**src/core/utcwm_pkg.sv**
```systemverilog
// Constants for the upstream traffic class window map
//
// Contract
// - Control bits 15:4 read zero, ignore writes
// - Control bits 3:1 hold writable class select
// - Window enable clear leaves class untouched
// - Window enable set tags in-range transactions
// - Lower bound register fully readable and writable
// - Upper bound register fully readable and writable
// - Disabled window bounds act as scratch storage
// - All registers read zero after reset
// - Offsets 1Ch, 20h-30h decode the registers
// - Global enable clear forces class zero
package utcwm_pkg;

  // ==========================================================
  // Register offsets
  localparam logic [7:0] OFS_W1_UPPER = 8'h1C;
  localparam logic [7:0] OFS_W2_CTRL  = 8'h20;
  localparam logic [7:0] OFS_W2_LOWER = 8'h24;
  localparam logic [7:0] OFS_W2_UPPER = 8'h28;
  localparam logic [7:0] OFS_W3_CTRL  = 8'h2C;
  localparam logic [7:0] OFS_W3_LOWER = 8'h30;

  // ==========================================================
  // Control field layout
  localparam int CTRL_EN_BIT  = 0;
  localparam int CTRL_TC_LSB  = 1;
  localparam int CTRL_TC_MSB  = 3;
  localparam int CTRL_WIDTH   = 16;
  localparam int TC_WIDTH     = 3;

  // ==========================================================
  // Reset and default class values
  localparam logic [31:0]         BOUND_RESET = 32'h0000_0000;
  localparam logic [TC_WIDTH-1:0] TC_RESET    = 3'h0;
  localparam logic [TC_WIDTH-1:0] TC_DEFAULT  = 3'h0;

endpackage : utcwm_pkg

```
**src/core/utcwm_win_if.sv**
```systemverilog
// Carrier between the map core and one window comparator
`timescale 1ns/100ps
interface utcwm_win_if;
  logic        enable;
  logic [2:0]  tc;
  logic [31:0] lower;
  logic [31:0] upper;
  logic [31:0] addr;
  logic        hit;

  modport core (output enable, output tc, output lower, output upper, output addr, input hit);
  modport win  (input enable, input tc, input lower, input upper, input addr, output hit);
endinterface : utcwm_win_if

```
**src/core/utcwm_window.sv**
```systemverilog
// One address window comparator
`timescale 1ns/100ps
module utcwm_window (
  // Window configuration and address
  utcwm_win_if.win w
);

  logic in_range;

  always_comb begin
    in_range = (w.addr >= w.lower) && (w.addr <= w.upper);
    w.hit    = w.enable && in_range;
  end

endmodule // utcwm_window

```
**src/core/utcwm_map.sv**
```systemverilog
// Upstream traffic class window map: registers and class selection
`timescale 1ns/100ps
module utcwm_map (
  // Clock and reset
  input  wire logic        clock,
  input  wire logic        rst_n,
  // Register access
  input  wire logic [7:0]  reg_addr,
  input  wire logic        reg_wr,
  input  wire logic        reg_rd,
  input  wire logic [31:0] reg_wdata,
  output logic      [31:0] reg_rdata,
  output logic             reg_hit,
  // Settings held by neighbouring register blocks
  input  wire logic        global_class_remap_enable,
  input  wire logic [15:0] w1_control,
  input  wire logic [31:0] w1_lower_bound,
  input  wire logic [31:0] w3_upper_bound,
  // Upstream transactions
  input  wire logic        txn_valid,
  input  wire logic [31:0] txn_addr,
  output logic             txn_tc_valid,
  output logic      [2:0]  txn_tc
);

  // ==========================================================
  // Register state
  logic [31:0] w1_upper_q, w1_upper_d;
  logic        w2_en_q,    w2_en_d;
  logic [2:0]  w2_tc_q,    w2_tc_d;
  logic [31:0] w2_lower_q, w2_lower_d;
  logic [31:0] w2_upper_q, w2_upper_d;
  logic        w3_en_q,    w3_en_d;
  logic [2:0]  w3_tc_q,    w3_tc_d;
  logic [31:0] w3_lower_q, w3_lower_d;
  logic [31:0] rdata_q,    rdata_d;
  logic        valid_q,    valid_d;
  logic [2:0]  tc_q,       tc_d;
  logic        dec_hit;

  always_comb begin
    w1_upper_d = w1_upper_q;
    w2_en_d    = w2_en_q;
    w2_tc_d    = w2_tc_q;
    w2_lower_d = w2_lower_q;
    w2_upper_d = w2_upper_q;
    w3_en_d    = w3_en_q;
    w3_tc_d    = w3_tc_q;
    w3_lower_d = w3_lower_q;
    rdata_d    = 32'h0000_0000;
    dec_hit    = 1'b1;
    unique case (reg_addr)
      utcwm_pkg::OFS_W1_UPPER: rdata_d = w1_upper_q;
      utcwm_pkg::OFS_W2_CTRL:  rdata_d = {28'h000_0000, w2_tc_q, w2_en_q};
      utcwm_pkg::OFS_W2_LOWER: rdata_d = w2_lower_q;
      utcwm_pkg::OFS_W2_UPPER: rdata_d = w2_upper_q;
      utcwm_pkg::OFS_W3_CTRL:  rdata_d = {28'h000_0000, w3_tc_q, w3_en_q};
      utcwm_pkg::OFS_W3_LOWER: rdata_d = w3_lower_q;
      default:                 dec_hit = 1'b0;
    endcase
    if (!reg_rd) begin
      rdata_d = 32'h0000_0000;
    end
    // Bounds store regardless of enable, so they double as scratch
    if (reg_wr) begin
      unique case (reg_addr)
        utcwm_pkg::OFS_W1_UPPER: w1_upper_d = reg_wdata;
        utcwm_pkg::OFS_W2_CTRL: begin
          w2_en_d = reg_wdata[utcwm_pkg::CTRL_EN_BIT];
          w2_tc_d = reg_wdata[utcwm_pkg::CTRL_TC_MSB:utcwm_pkg::CTRL_TC_LSB];
        end
        utcwm_pkg::OFS_W2_LOWER: w2_lower_d = reg_wdata;
        utcwm_pkg::OFS_W2_UPPER: w2_upper_d = reg_wdata;
        utcwm_pkg::OFS_W3_CTRL: begin
          w3_en_d = reg_wdata[utcwm_pkg::CTRL_EN_BIT];
          w3_tc_d = reg_wdata[utcwm_pkg::CTRL_TC_MSB:utcwm_pkg::CTRL_TC_LSB];
        end
        utcwm_pkg::OFS_W3_LOWER: w3_lower_d = reg_wdata;
        default: ;
      endcase
    end
  end

  always_ff @(posedge clock) begin
    if (!rst_n) begin
      w1_upper_q <= utcwm_pkg::BOUND_RESET;
      w2_en_q    <= 1'b0;
      w2_tc_q    <= utcwm_pkg::TC_RESET;
      w2_lower_q <= utcwm_pkg::BOUND_RESET;
      w2_upper_q <= utcwm_pkg::BOUND_RESET;
      w3_en_q    <= 1'b0;
      w3_tc_q    <= utcwm_pkg::TC_RESET;
      w3_lower_q <= utcwm_pkg::BOUND_RESET;
      rdata_q    <= 32'h0000_0000;
    end else begin
      w1_upper_q <= w1_upper_d;
      w2_en_q    <= w2_en_d;
      w2_tc_q    <= w2_tc_d;
      w2_lower_q <= w2_lower_d;
      w2_upper_q <= w2_upper_d;
      w3_en_q    <= w3_en_d;
      w3_tc_q    <= w3_tc_d;
      w3_lower_q <= w3_lower_d;
      rdata_q    <= rdata_d;
    end
  end

  assign reg_rdata = rdata_q;
  assign reg_hit   = dec_hit;

  // ==========================================================
  // Window comparators
  utcwm_win_if win1 ();
  utcwm_win_if win2 ();
  utcwm_win_if win3 ();

  assign win1.enable = w1_control[utcwm_pkg::CTRL_EN_BIT];
  assign win1.tc     = w1_control[utcwm_pkg::CTRL_TC_MSB:utcwm_pkg::CTRL_TC_LSB];
  assign win1.lower  = w1_lower_bound;
  assign win1.upper  = w1_upper_q;
  assign win1.addr   = txn_addr;
  assign win2.enable = w2_en_q;
  assign win2.tc     = w2_tc_q;
  assign win2.lower  = w2_lower_q;
  assign win2.upper  = w2_upper_q;
  assign win2.addr   = txn_addr;
  assign win3.enable = w3_en_q;
  assign win3.tc     = w3_tc_q;
  assign win3.lower  = w3_lower_q;
  assign win3.upper  = w3_upper_bound;
  assign win3.addr   = txn_addr;

  utcwm_window u_win1 (.w(win1));
  utcwm_window u_win2 (.w(win2));
  utcwm_window u_win3 (.w(win3));

  // ==========================================================
  // Class selection
  // Overlapping windows: lowest numbered window wins
  always_comb begin
    valid_d = txn_valid;
    tc_d    = utcwm_pkg::TC_DEFAULT;
    if (!txn_valid) begin
      tc_d = utcwm_pkg::TC_DEFAULT;
    end else if (!global_class_remap_enable) begin
      tc_d = utcwm_pkg::TC_DEFAULT;
    end else if (win1.hit) begin
      tc_d = win1.tc;
    end else if (win2.hit) begin
      tc_d = win2.tc;
    end else if (win3.hit) begin
      tc_d = win3.tc;
    end
  end

  always_ff @(posedge clock) begin
    if (!rst_n) begin
      valid_q <= 1'b0;
      tc_q    <= utcwm_pkg::TC_RESET;
    end else begin
      valid_q <= valid_d;
      tc_q    <= tc_d;
    end
  end

  assign txn_tc_valid = valid_q;
  assign txn_tc       = tc_q;

endmodule // utcwm_map

```
**config.mk**
```make
export PLATFORM = sky130hd
export DESIGN_NAME = utcwm_map
export DESIGN_NICKNAME = d
export VERILOG_FILES = /design/src/core/utcwm_pkg.sv /design/src/core/utcwm_win_if.sv /design/src/core/utcwm_window.sv /design/src/core/utcwm_map.sv
export SDC_FILE = /design/constraint.sdc
export NUM_CORES = 1
export LEC_CHECK = 0
export BUFFER_PORTS_ARGS = -buffer_cell sky130_fd_sc_hd__buf_2
export CELL_PAD_IN_SITES_DETAIL_PLACEMENT = 0
export CELL_PAD_IN_SITES_GLOBAL_PLACEMENT = 1
export CORE_MARGIN = 5
export CORE_UTILIZATION = 46
export DETAILED_ROUTE_END_ITERATION = 12
export HOLD_SLACK_MARGIN = 0.02
export PLACE_DENSITY = 0.84
export SLEW_MARGIN = 20
export SYNTH_ARGS = -nofsm -noshare
export SYNTH_HDL_FRONTEND = slang
export SYNTH_HIERARCHICAL = 1
export SYNTH_SLANG_ARGS = --single-unit
```
**constraint.sdc**
```tcl
create_clock -name clock -period 6.2 [get_ports clock]
set_input_delay 0 -clock clock [delete_from_list [all_inputs] [get_ports clock]]
set_output_delay 0 -clock clock [all_outputs]
set_load 0.01 [all_outputs]
```
==> run metrics <==
status finished, final reports clean; multi-input logic area 7426 µm²; Leak 5.689 nW; most frequent cells in the layout nand2_1, inv_1, ha_1; total grt overflow 0; wirelength, routed 38.56 mm; Worst slew margin 24.97%; maxcap violations 0; DRT antenna net count 0; CP Launch Point w1_upper_q[29]$_SDFFE_PN0P_; DR WL/cell 19.18 µm; ys flop type dfxtp_1; Area Growth Syn to Fin 18.12%; Startpoint Class flop; Psw 685.3 µW; sequential share of power 43.0%; FF-to-FF Start w1_upper_q[29]$_SDFFE_PN0P_; Ys Warns 6; Root Buffer clkbuf_16; R2R Setup Slk 2540 ps; vias per cell 5.609; initial DRC count 952; R2R depth 11; Worst Path Arrival 3970 ps; critical path required time 6510 ps; Cell variety after synth 54; die footprint 29080 µm²; final hold violations 0; critical path's most frequent cell a21oi_1; FF+latch area 3443 µm²; Worst Setup EP txn_tc[1]$_SDFF_PN0_; PostCTS Resize Cnt 0; Final Setup Violations 0; largest net degree at the start of global routing 75; CTS tree built; total power 2.571 mW; Worst VDD drop 0.1496 mV; first-pass GRT wire length 58.51 mm; # fillers 2457; Num CTS Buffers 17; hold slack 144.6 ps; final instance area 14000 µm²; Internal 1.886 mW; placed cell area 12970 µm²; router iterations before antenna repair 8; io pins 195; commonest non-fill, non-tap cell in the layout nand2_1; Logic pwr share 14.0%; CP max stage delay 910 ps; fmax 0.2734 GHz; Clk pin slew, worst setup/hold paths 70 ps; initial antenna violation count 0; worst-path maximum fanout 6; Max Buffers Root-to-Sink 2; clock share of power 42.9%; sw frac 26.65%; Post-Syn Nets 1831; number of antenna diodes 0; CP cell instances inv_1, ha_1, nand4_1, or2_1, nor3_1, a31oi_1, a311oi_1, a21oi_1, a21oi_1, nor2_1, dlygate4sd3_1; min Tclk post-route 3657 ps; synthesis-stage register bit count 172; Buf+Inv Stages, Crit Path 2; Die Y 170.5 µm; Total Neg Setup Slack 0 ps; vias in the first global route 10750; final worst-path cycle share 58.99%; std cell rows 58; final-stage net count 2017; min-delay worst type in2reg; RD Place Congestion 0.9121; Clock Sinks 172; Total GRT Usage 25.76%; final worst setup slack 2543 ps; post-DP HPWL 26.70 mm; synthesized area 11850 µm²; number of synthesized flops with an enable pin 0; ys async rst share 0%; count of final max-slew check failures 0; Initial Util 46.93%; H-Tree Level Count 4; Die X 170.5 µm; RSZ-0062 raised after global routing no; core area 25250 µm²; Syn Inst Count 1481; Top Family by Delay on Critical Path compound AO/OA/AOI/OAI gates; share of cells above drive strength 1 14.76%; worst skew pair latency 430 ps; CP Capture Type flop; critical path type reg2reg; Max stage delay cell, worst path a311oi_1; DR vias 11280; DP Worst Slack 3247 ps; RR Endpoint txn_tc[1]$_SDFF_PN0_; Port-buffer cells 182; clock skew 10.63 ps; # DRC 0; register area share after synthesis 29.05%; Levels on crit path 11; Tightest Pin Transition 1118 ps; power per standard cell area 183.7 nW/µm²; Synth Area per Inst 8.003 µm²
[power by group through the flow]
stage / Clock, mW / Combinational [mW] / Sequential (mW)
after floorplan: 0 / 0.186 / 1.13
after global placement: 0 / 0.326 / 1.13
after detailed placement: 0 / 0.336 / 1.13
after CTS: 1.12 / 0.358 / 1.11
after global routing: 1.17 / 0.403 / 1.11
final: 1.10 / 0.361 / 1.11
[sequential cells by signal, indices dropped and copies added (netlist names), 3 cells and up]
signal,cells
w1_upper_q,32
w3_tc_q,3
w2_upper_q,32
w2_tc_q,3
txn_tc,3
w3_lower_q,32
w2_lower_q,32
reg_rdata,32
[cell usage after synthesis, drive strengths merged (6+ instances only)]
library cell  count  area share, %
a22oi             6           0.38
buf              26            1.3
inv             192            6.1
nor3b            10           0.63
and2              7           0.39
and4              9           0.67
a22o             28            2.1
dfxtp           172             29
mux2i             8           0.68
ha              192             20
a31oi             6           0.32
a21boi          131            8.3
nand3            33            1.4
nor2             41            1.3
a21o             21            1.3
o21ai            36            1.6
a222oi           22            1.9
clkbuf           40            1.3
a211oi            9           0.70
nor2b            18           0.95
a221oi            6           0.44
nand4            21            1.1
nand2           296            9.4
nor4              7           0.37
and3             16           0.84
a21oi            76            3.3
a2111o            6           0.57
nand2b            6           0.32
[worst min path at each step]
stage | start | to | slack, ps | depth (start not counted)
after floorplan | reg_wdata[21] | w2_upper_q[21]$_SDFFE_PN0P_ | 130 | 2
after global routing | reg_addr[7] | reg_rdata[0]$_SDFF_PN0_ | 150 | 4
final | rst_n | w1_upper_q[31]$_SDFFE_PN0P_ | 140 | 2
after global placement | txn_valid | txn_tc_valid$_SDFF_PN0_ | 230 | 2
after CTS | reg_addr[7] | reg_rdata[1]$_SDFF_PN0_ | 130 | 4
after detailed placement | txn_valid | txn_tc_valid$_SDFF_PN0_ | 230 | 2
[per-stage QoR]
stage,util (%),instances
3_5_place_dp,51.37,1935
3_3_place_gp,51.37,1935
6_report,55.44,2010
4_1_cts,55.43,2010
2_1_floorplan,-,1481
5_1_grt,55.44,2010
[layer usage]
layer / GRT usage [%] / up-vias / part of all wire (%)
li1: - / 5499 / -
met1: 36.12 / 5309 / 46
met2: 40.47 / 412 / 44
met3: 4.459 / 55 / 7.1
met4: 8.264 / 0 / 2.2
met5: 0 / - / 0
[logic make-up (layout without fill, tap and decap cells)]
| logic type | Yosys count | in the layout | synth area share (%) |
|---|---|---|---|
| AOI/OAI and AO/OA | 364 | 364 | 22.13 |
| adders and majority gates | 192 | 192 | 20.27 |
| buffers and inverters | 258 | 457 | 8.656 |
| DFF | 172 | 172 | 29.05 |
| muxes | 12 | 12 | 1.056 |
| and+or+nand+nor | 483 | 483 | 18.84 |
[layout make-up]
class	instances	share of cell area, %
multi-input combinational	1051	53.04
sequential	172	24.59
inverter	192	5.147
clock buffer	21	3.289
tap	330	2.949
clock inverter	11	0.9562
timing repair buffer	233	10.03
[what timing repair did]
action | in CTS | in global routing
endpoints found under the hold margin | 144 | 0
hold buffers | 43 | 0
endpoints found under the setup margin | 0 | 0
setup buffers | 0 | 0
(Power assumes the default switching activity.)
